==> config.mk <==
export PLATFORM = sky130hd
export DESIGN_NAME = rki_knob_if
export DESIGN_NICKNAME = d
export VERILOG_FILES = /design/src/hw/rki_pkg.sv /design/src/hw/rki_div_stage.sv /design/src/hw/rki_knob_if.sv
export VERILOG_INCLUDE_DIRS = /design/src /design/src/hw
export SDC_FILE = /design/constraint.sdc
export NUM_CORES = 1
export LEC_CHECK = 0
export BUFFER_PORTS_ARGS = -buffer_cell sky130_fd_sc_hd__buf_2
export CAP_MARGIN = 20
export CORE_MARGIN = 2
export CORE_UTILIZATION = 66
export CTS_BUF_LIST = sky130_fd_sc_hd__clkbuf_8
export CTS_CLUSTER_SIZE = 8
export DETAILED_ROUTE_END_ITERATION = 8
export PLACE_DENSITY_LB_ADDON = 0.3
export SLEW_MARGIN = 20
export SYNTH_ARGS = -nofsm -noshare
export SYNTH_HDL_FRONTEND = slang
export SYNTH_SLANG_ARGS = --single-unit
==> constraint.sdc <==
create_clock -name i_clk_sys -period 3.4 [get_ports i_clk_sys]
set_clock_uncertainty 0.15 [all_clocks]
set_input_delay 0.17 -clock i_clk_sys [delete_from_list [all_inputs] [get_ports i_clk_sys]]
set_output_delay 0.17 -clock i_clk_sys [all_outputs]
set_load 0.02 [all_outputs]
==> src/hw/rki_cfg.svh <==
// Timing counts and widths for the rotary knob interface.
`ifndef RKI_CFG_SVH
`define RKI_CFG_SVH
`define RKI_CLK_HZ 40000000
`define RKI_WINDOW_MS 90
`define RKI_WINDOW_CYC ((`RKI_CLK_HZ / 1000) * `RKI_WINDOW_MS)
`define RKI_DIV_STAGES 4
`endif

==> src/hw/rki_pkg.sv <==
// Types shared by the rotary knob interface.
package rki_pkg;
    typedef enum logic [1:0] {
        RKI_IDLE,
        RKI_WINDOW,
        RKI_WAIT_CLEAR
    } rki_state_e;
    typedef logic [3:0] rki_count_t;
endpackage

==> src/hw/rki_div_stage.sv <==
// One toggle stage of the binary divider chain.
`timescale 1ns/1ps
module rki_div_stage (
    input wire logic i_clk_sys,
    input wire logic i_srst,
    input wire logic i_clear,
    input wire logic i_step,
    output logic o_q,
    output logic o_carry
);
    logic q_r;
    // The stage carries on the same step that takes it from one back to zero.
    assign o_carry = i_step & q_r;
    assign o_q = q_r;
    always_ff @(posedge i_clk_sys) begin
        if (i_srst || i_clear) begin
            q_r <= 1'b0;
        end else if (i_step) begin
            q_r <= ~q_r;
        end
    end
endmodule

==> src/hw/rki_knob_if.sv <==
// Rotary knob interface: direction latch, count window one-shot and pulse divider.
`timescale 1ns/1ps
`include "rki_cfg.svh"
// What this block does
// RL1 - Latch turning direction from knob phase A and phase B pulses.
// RL2 - Counterclockwise turning drives the direction output high.
// RL3 - Clockwise turning drives the direction output low.
// RL4 - First knob pulse edge starts a 90 ms count window one-shot.
// RL5 - Knob pulses are counted only while the count window is open.
// RL6 - Pulses during an open window never restart the one-shot.
// RL7 - Pulse counter is a divide-by-16 binary chain, each stage halving.
// RL8 - A narrow high interrupt pulse is issued once per count window.
// RL9 - Controller answers with a narrow clear pulse, low and high forms.
// RL10 - Controller reads count and direction before issuing the clear.
// RL11 - Clear zeroes the counter and idles the one-shot for a fresh window.
module rki_knob_if #(
    parameter int unsigned WINDOW_CYC = `RKI_WINDOW_CYC
) (
    input wire logic i_clk_sys,
    input wire logic i_srst,
    input wire logic i_knob_phase_a,
    input wire logic i_knob_phase_b,
    input wire logic i_knob_clear_low,
    input wire logic i_knob_clear_high,
    output logic o_direction,
    output logic o_window,
    output logic o_knob_interrupt_high,
    output logic [`RKI_DIV_STAGES-1:0] o_count
);
    ////////////////////////////////////////////////////////////////////////////
    rki_pkg::rki_state_e state_r;
    rki_pkg::rki_state_e state_nxt;
    logic phase_b_r;
    logic dir_r;
    logic irq_r;
    logic [31:0] timer_r;
    logic [`RKI_DIV_STAGES:0] carry;
    // Either polarity of the clear acts, so a stuck-inactive copy cannot block it.
    wire clear = ~i_knob_clear_low | i_knob_clear_high;
    // Knob pulses are low going; the falling edge of phase B is the counted event.
    wire b_fall = phase_b_r & ~i_knob_phase_b;
    wire win_open = (state_r == rki_pkg::RKI_WINDOW);
    wire win_end = win_open && (timer_r == WINDOW_CYC - 1);
    ////////////////////////////////////////////////////////////////////////////
    always_comb begin
        state_nxt = state_r;
        case (state_r)
            rki_pkg::RKI_IDLE: begin
                if (b_fall) begin
                    state_nxt = rki_pkg::RKI_WINDOW; // RL4
                end
            end
            rki_pkg::RKI_WINDOW: begin
                if (win_end) begin
                    state_nxt = rki_pkg::RKI_WAIT_CLEAR; // RL6
                end
            end
            rki_pkg::RKI_WAIT_CLEAR: begin
                state_nxt = rki_pkg::RKI_WAIT_CLEAR;
            end
            default: begin
                state_nxt = rki_pkg::RKI_IDLE;
            end
        endcase
        if (clear) begin
            state_nxt = rki_pkg::RKI_IDLE; // RL11
        end
    end
    always_ff @(posedge i_clk_sys) begin
        if (i_srst) begin
            state_r <= rki_pkg::RKI_IDLE;
            timer_r <= 32'h0000_0000;
            phase_b_r <= 1'b1;
            dir_r <= 1'b0;
            irq_r <= 1'b0;
        end else begin
            state_r <= state_nxt;
            phase_b_r <= i_knob_phase_b;
            timer_r <= (win_open && !clear) ? timer_r + 32'h0000_0001 : 32'h0000_0000;
            // Phase A level at B's falling edge tells the turning sense.
            if (b_fall) begin
                dir_r <= ~i_knob_phase_a; // RL1 RL2 RL3
            end
            irq_r <= win_end && !clear; // RL8
        end
    end
    ////////////////////////////////////////////////////////////////////////////
    // Only pulses inside the open window reach the divider chain.
    assign carry[0] = b_fall & win_open; // RL5
    genvar g;
    generate
        for (g = 0; g < `RKI_DIV_STAGES; g++) begin : g_stage
            rki_div_stage u_stage (
                .i_clk_sys(i_clk_sys),
                .i_srst(i_srst),
                .i_clear(clear), // RL11
                .i_step(carry[g]), // RL7
                .o_q(o_count[g]),
                .o_carry(carry[g+1])
            );
        end
    endgenerate
    assign o_direction = dir_r;
    assign o_window = win_open;
    assign o_knob_interrupt_high = irq_r;
    ////////////////////////////////////////////////////////////////////////////
    property p_window_start;
        @(posedge i_clk_sys) disable iff (i_srst)
        (state_r == rki_pkg::RKI_IDLE && b_fall && !clear) |=> win_open;
    endproperty
    a_window_start: assert property (p_window_start) else $error("window did not open"); // RL4
    property p_no_retrigger;
        @(posedge i_clk_sys) disable iff (i_srst)
        (win_open && b_fall && !clear && !win_end) |=> (timer_r == $past(timer_r) + 1);
    endproperty
    a_no_retrigger: assert property (p_no_retrigger) else $error("window restarted"); // RL6
    property p_irq_once;
        @(posedge i_clk_sys) disable iff (i_srst)
        irq_r |=> !irq_r;
    endproperty
    a_irq_once: assert property (p_irq_once) else $error("interrupt wider than one cycle"); // RL8
    property p_irq_cause;
        @(posedge i_clk_sys) disable iff (i_srst)
        $rose(irq_r) |-> $past(win_end);
    endproperty
    a_irq_cause: assert property (p_irq_cause) else $error("interrupt without window end"); // RL8
    property p_no_count_outside;
        @(posedge i_clk_sys) disable iff (i_srst)
        (!win_open && !clear) |=> (o_count == $past(o_count));
    endproperty
    a_no_count_outside: assert property (p_no_count_outside) else $error("count outside window"); // RL5
    property p_count_step;
        @(posedge i_clk_sys) disable iff (i_srst)
        (carry[0] && !clear) |=> (o_count == $past(o_count) + 4'h1);
    endproperty
    a_count_step: assert property (p_count_step) else $error("divider did not advance"); // RL7
    property p_clear;
        @(posedge i_clk_sys) disable iff (i_srst)
        clear |=> (o_count == 4'h0 && state_r == rki_pkg::RKI_IDLE);
    endproperty
    a_clear: assert property (p_clear) else $error("clear failed"); // RL11
    property p_dir;
        @(posedge i_clk_sys) disable iff (i_srst)
        b_fall |=> (o_direction == !$past(i_knob_phase_a));
    endproperty
    a_dir: assert property (p_dir) else $error("direction not latched"); // RL1
    property p_ccw;
        @(posedge i_clk_sys) disable iff (i_srst)
        (b_fall && !i_knob_phase_a) |=> o_direction;
    endproperty
    a_ccw: assert property (p_ccw) else $error("ccw not high"); // RL2
    property p_cw;
        @(posedge i_clk_sys) disable iff (i_srst)
        (b_fall && i_knob_phase_a) |=> !o_direction;
    endproperty
    a_cw: assert property (p_cw) else $error("cw not low"); // RL3
    property p_dir_hold;
        @(posedge i_clk_sys) disable iff (i_srst)
        !b_fall |=> $stable(o_direction);
    endproperty
    a_dir_hold: assert property (p_dir_hold) else $error("direction changed without edge"); // RL1
    property p_window_hold;
        @(posedge i_clk_sys) disable iff (i_srst)
        (win_open && !win_end && !clear) |=> win_open;
    endproperty
    a_window_hold: assert property (p_window_hold) else $error("window closed early"); // RL4
    property p_timer_start;
        @(posedge i_clk_sys) disable iff (i_srst)
        $rose(win_open) |-> (timer_r == 32'h0000_0000);
    endproperty
    a_timer_start: assert property (p_timer_start) else $error("window timer not at zero"); // RL4
    property p_idle_closed;
        @(posedge i_clk_sys) disable iff (i_srst)
        (state_r == rki_pkg::RKI_IDLE && !b_fall && !clear) |=> !win_open;
    endproperty
    a_idle_closed: assert property (p_idle_closed) else $error("window opened without edge"); // RL4
    property p_window_close;
        @(posedge i_clk_sys) disable iff (i_srst)
        (win_end && !clear) |=> (state_r == rki_pkg::RKI_WAIT_CLEAR);
    endproperty
    a_window_close: assert property (p_window_close) else $error("window did not close"); // RL6
    property p_wait_hold;
        @(posedge i_clk_sys) disable iff (i_srst)
        (state_r == rki_pkg::RKI_WAIT_CLEAR && !clear) |=> (state_r == rki_pkg::RKI_WAIT_CLEAR);
    endproperty
    a_wait_hold: assert property (p_wait_hold) else $error("window reopened before clear"); // RL6
    property p_irq_after_end;
        @(posedge i_clk_sys) disable iff (i_srst)
        (win_end && !clear) |=> o_knob_interrupt_high;
    endproperty
    a_irq_after_end: assert property (p_irq_after_end) else $error("interrupt missing"); // RL8
    property p_irq_idle;
        @(posedge i_clk_sys) disable iff (i_srst)
        (state_r == rki_pkg::RKI_IDLE) |-> !o_knob_interrupt_high;
    endproperty
    a_irq_idle: assert property (p_irq_idle) else $error("interrupt while idle"); // RL8
    property p_stage_wrap;
        @(posedge i_clk_sys) disable iff (i_srst)
        (carry[`RKI_DIV_STAGES] && !clear) |=> (o_count == 4'h0);
    endproperty
    a_stage_wrap: assert property (p_stage_wrap) else $error("divider did not wrap"); // RL7
    property p_clear_irq;
        @(posedge i_clk_sys) disable iff (i_srst)
        clear |=> !o_knob_interrupt_high;
    endproperty
    a_clear_irq: assert property (p_clear_irq) else $error("interrupt after clear"); // RL11
    property p_count_fresh;
        @(posedge i_clk_sys) disable iff (i_srst)
        $rose(win_open) |-> (o_count == 4'h0);
    endproperty
    a_count_fresh: assert property (p_count_fresh) else $error("window opened with old count"); // RL11
    c_window: cover property (@(posedge i_clk_sys) disable iff (i_srst) $rose(win_open));
    c_irq: cover property (@(posedge i_clk_sys) disable iff (i_srst) irq_r);
    c_clear_wait: cover property (@(posedge i_clk_sys) disable iff (i_srst)
        (state_r == rki_pkg::RKI_WAIT_CLEAR) && clear);
    c_wrap: cover property (@(posedge i_clk_sys) disable iff (i_srst)
        carry[`RKI_DIV_STAGES]);
    c_high_clear: cover property (@(posedge i_clk_sys) disable iff (i_srst)
        $rose(i_knob_clear_high));
endmodule

After elaboration in Yosys (flattened, before gate mapping)

Index checks and enable logic that the tools add are counted.

Order comparisons: 0
$add $sub $neg: 1
Multiplexer cells: 3
Divide/modulo/power cells: 0
Shift operators: 0
Multipliers: 0
Reduce and logical (&&, ||, !) cells: 9
Bitwise operators: 14
Eq/ne operators: 5

Operators with widths:

| cell                    | count |
|---|---|
| $add A32 B1 Y32 const B | 1 |
| $eq A32 B22 Y1 const B  | 1 |
| $not A1 Y1              | 8 |
| $pmux W2 S3             | 1 |
| $and A1 B1 Y1           | 5 |
| $mux W2                 | 2 |
| $reduce_or A2 Y1        | 2 |
| $logic_and A1 B1 Y1     | 3 |
| $eq A2 B1 Y1 const B    | 1 |
| $eq A2 B2 Y1 const B    | 1 |
| $logic_not A2 Y1        | 1 |
| $ne A2 B1 Y1 const B    | 1 |
| $ne A2 B2 Y1 const B    | 1 |
| $reduce_and A2 Y1       | 1 |
| $logic_not A1 Y1        | 1 |
| $logic_or A1 B1 Y1      | 1 |
| $or A1 B1 Y1            | 1 |

ROM bits: 0
Input bits: 6
Memories kept: 0
Bits in writable memories: 0
Register bits: 41
Bits in latches: 0
Word-level logic and storage cells: 41
Output and inout bits: 7

Depth between registers and ports, before layout

Depth after elaboration: 6
Depth in mapped cells: 6
Depth with buffers taken out: 6

Modules after synthesis

A second synthesis with hierarchy kept.

Cells, all modules: 219
Area total of the unflattened synthesis: 1975.6 um^2

Modules (own cells, without submodules):

| module        | area an instance (um^2) | instances | sequential area each (um^2) | cells an instance |
|---|---|---|---|---|
| rki_knob_if   | 1790.5                  | 1         | 740.7                       | 203 |
| rki_div_stage | 46.3                    | 4         | 20.0                        | 4 |

Worst setup path before layout

No wires, ideal clock.

Path type: reg2reg
Start point: register timer_r[3]
End point: register timer_r[30]
Period minus slack after synthesis: 1911 ps
Stages on the path, launching flop included: 6
Data required time: 3179 ps
Buffers on the path: 0
Library setup time: 71 ps
Arrival time: 1691 ps
Setup slack: 1489 ps
Cell sequence: dfxtp_1 -> and3_4 -> nand4_4 -> or3_4 -> or4_1 -> a21oi_1

Cells in the longest elaborated chain, start to end: 1

RTL lines:

| what                   | line              | source |
|---|---|---|
| start, declared        | rki_knob_if.sv:36 | `logic [31:0] timer_r;` |
| start signal, assigned | rki_knob_if.sv:79 | `timer_r <= (win_open && !clear) ? timer_r + 32'h0000_0001 : 32'h0000_0000;` |
| $add A32 B1 Y32        | rki_knob_if.sv:79 |  |

No other way between the ends.
A chain may end at the register's enable or synchronous reset.

Final worst setup path

Start point: register timer_r[13]
End point: register timer_r[28]

Same word-level chain as after synthesis.

==> flow_metrics.py <==
metrics = {
    "grt": {
        "grt_pass1_vias": 1540,
        "track_usage_pct": 26.0,
        "grt_pass1_wl_um": 6660,
        "grt_max_degree": 33,
        "antenna_found_initial": 0,
        "overflow": 0,
    },
    "synth": {
        "synth_area_um2": 1920,
        "ys_top_cells_by_area": "dfxtp_1 (43%), xnor2_1 (10%), nor2_1 (6.6%)",
        "synthFlopType": "dfxtp_1",
        "ys_ff_latch": 41,
        "synthDistinctLibCells": 38,
        "yosysTopAreaCell": "dfxtp_1",
        "synth_edf_count": 0,
        "synth_seq_area_share_pct": 42.7,
        "syn_inst": 223,
        "yosys.area.top_type_share_pct": 42.7,
        "synthesis.nets": 233,
        "yosysWarningCount": 0,
        "avgSynthCellArea_um2": 8.63,
        "async_flop_share_pct": 0,
    },
    "power": {
        "power.switching_uw": 172,
        "switching_share_pct": 21.3,
        "ir_drop_mv": 0.325,
        "power_frac_seq_pct": 60.1,
        "internal_power_uw": 632,
        "p_leak_nw": 0.670,
        "cellPowerDensity_nw_per_um2": 386,
        "combPwrFrac_pct": 2.9,
        "pwr-share-clk_pct": 37.0,
    },
    "floorplan": {
        "core_area_um2": 2760,
        "fp.dieW_um": 58.0,
        "fp-row-count": 19,
        "start_util_pct": 69.8,
        "fp.dieH_um": 58.0,
        "ios": 13,
        "die_area_um2": 3360,
    },
    "setup_path": {
        "worstPathMaxFanout": 11,
        "crit_chain": "nand4_1 -> or3b_1 -> nor4b_1 -> xnor2_1 -> nor2_1",
        "worstSetupStartpointType": "flop",
        "arrival_ns": 2.34,
        "critPathCaptureType": "flop",
        "cp_slowest_cell": "or3b_1",
        "required_ns": 3.39,
        "max_stage_delay_ns": 0.62,
        "crit_path_start": "timer_r[13]",
        "rr_startpoint": "timer_r[13]",
        "critPathKind": "reg2reg",
    },
    "flow_run": {
        "maxCapViolations": 0,
    },
    "clock_tree": {
        "path_clk_slew_ns": 0.08,
        "cts-root-buf": "clkbuf_8",
        "cts_tree": "built",
        "cts.repair.resized": 0,
        "post_cts_buffers": 0,
        "ctsHtreeMaxLevel": 2,
        "insertion_delay_ns": 0.29,
        "hold_buffers": 4,
        "clkSinkCount": 41,
        "cts_inserted_buffers": 5,
        "ctsLongestPathBuffers": 2,
    },
    "placement": {
        "gp_congestion": 0.804,
        "dp_hpwl_um": 2710,
        "port_buffers": 12,
        "place_inst": 253,
    },
    "run_status": {
        "status": "completed",
    },
    "route": {
        "drt_pass1_iterations": 4,
        "via_per_inst": 6.03,
        "drt-initial-drc-count": 53,
        "drc": 0,
        "vias": 1598,
        "wl_per_cell_um": 14.6,
        "ant_nets": 0,
        "postRouteWirelength_um": 3880,
    },
    "min_path": {
        "min-delay-start": "i_knob_clear_high",
        "hold_path_class": "in2reg",
    },
    "sta": {
        "fin_setup_tns_ns": 0,
        "setup_viol": 0,
        "fin_crit_ns": 2.35,
        "fin_crit_sh_pct": 69.2,
        "hold_viol": 0,
        "max_slew_margin_pct": 32.2,
        "tightest_slew_ns": 1.01,
        "rsz0062_at_grt": "false",
        "slew_violations": 0,
        "max_freq_mhz": 425,
    },
    "cells_and_area": {
        "antenna_cells": 0,
        "areaGrowthSynthToFinish_pct": 8.13,
        "stdcell_count": 265,
        "fin_nets": 243,
        "drive_above_1_share_pct": 11.1,
        "multi_input_area_um2": 1010,
        "regArea_um2": 821,
        "nFillCells": 201,
    },
}
==> Yosys cell counts, types with 2 or more instances <==
cell type / count
inv_1: 8
nand3_1: 12
nor3_1: 10
ha_1: 4
or3_1: 3
xor2_1: 6
buf_4: 4
clkbuf_1: 8
o21ai_0: 5
or4_1: 3
and3_1: 5
a21oi_1: 7
o31ai_1: 2
nor4_1: 8
and4_1: 2
nor2_1: 34
xnor2_1: 23
nand4_1: 5
dfxtp_1: 41
nand2_1: 15
==> through the flow <==
step                      util, %  hold slack [ns]  power (mW)  area, um2  setup WS, ns
after floorplan                 -           0.0928       0.506       1920          1.49
after global placement       71.0            0.199       0.512       1960          1.29
after detailed placement     71.0            0.219       0.513       1960          1.18
after CTS                    75.5           0.0616       0.810       2080          1.10
after global routing         75.5            0.106       0.829       2080         0.949
final                        75.5           0.0861       0.804       2080          1.05
==> power groups by stage <==
stage	Sequential, mW	Clock (mW)	Combinational [mW]
6_report	0.483	0.298	0.0233
5_1_grt	0.483	0.320	0.0255
4_1_cts	0.483	0.304	0.0230
3_5_place_dp	0.494	0	0.0191
3_3_place_gp	0.494	0	0.0176
2_1_floorplan	0.495	0	0.0109
==> flip-flops by register name, summed over array words and instances (netlist names) <==
signal and count:
o_knob_interrupt_high 1, o_direction 1, g_stage.u_stage.o_q 4, phase_b_r 1
state_r 2, timer_r 32
==> path summary, 6_finish.rpt <==
kind	to	slack (ns)	depth (start not counted)
max	timer_r[28]	1.05	5
min	state_r[0]	0.09	3
max reg2reg	timer_r[28]	1.05	5
min reg2reg	timer_r[0]	0.31	1
==> logic make-up (layout without fill, tap and decap cells) <==
family / after synthesis / count (layout) / synth area share (%)
simple gates: 109 / 109 / 30.4
xor+xnor: 29 / 29 / 13.2
fa+ha+maj: 4 / 4 / 2.60
buf+inv: 21 / 32 / 4.94
compound gates: 19 / 19 / 6.18
flops: 41 / 41 / 42.7
==> routing by layer <==
metal	vias to the layer above	track usage [%]	wire length, um
met5	-	0	0
met4	0	13.3	116
met3	13	6.03	152
met2	42	47.4	1980
met1	760	27.7	1630
li1	783	-	-
==> layout make-up <==
cell class	count	area share, %
Sequential cell	41	39.4
Clock inverter	3	0.661
Inverter	8	1.44
Clock buffer	5	3.31
Timing Repair Buffer	16	4.81
Multi-Input combinational cell	161	48.5
Tap cell	31	1.86
==> cells in the final DEF (no fill, tap or decap), types with 6 or more instances in the layout <==
cell	count
buf_2	12
xor2_1	6
nor4_1	8
nor3_1	10
a21oi_1	7
nor2_1	34
dfxtp_1	41
inv_1	9
xnor2_1	23
nand2_1	15
nand3_1	12
==> critical path, delay by kind of cell, from the launching register on <==
family        cells  cell delay, ns
flops             1            0.40
simple gates      4            1.48
xor+xnor          1            0.17
Note: power is estimated with default switching activity, not from simulation.
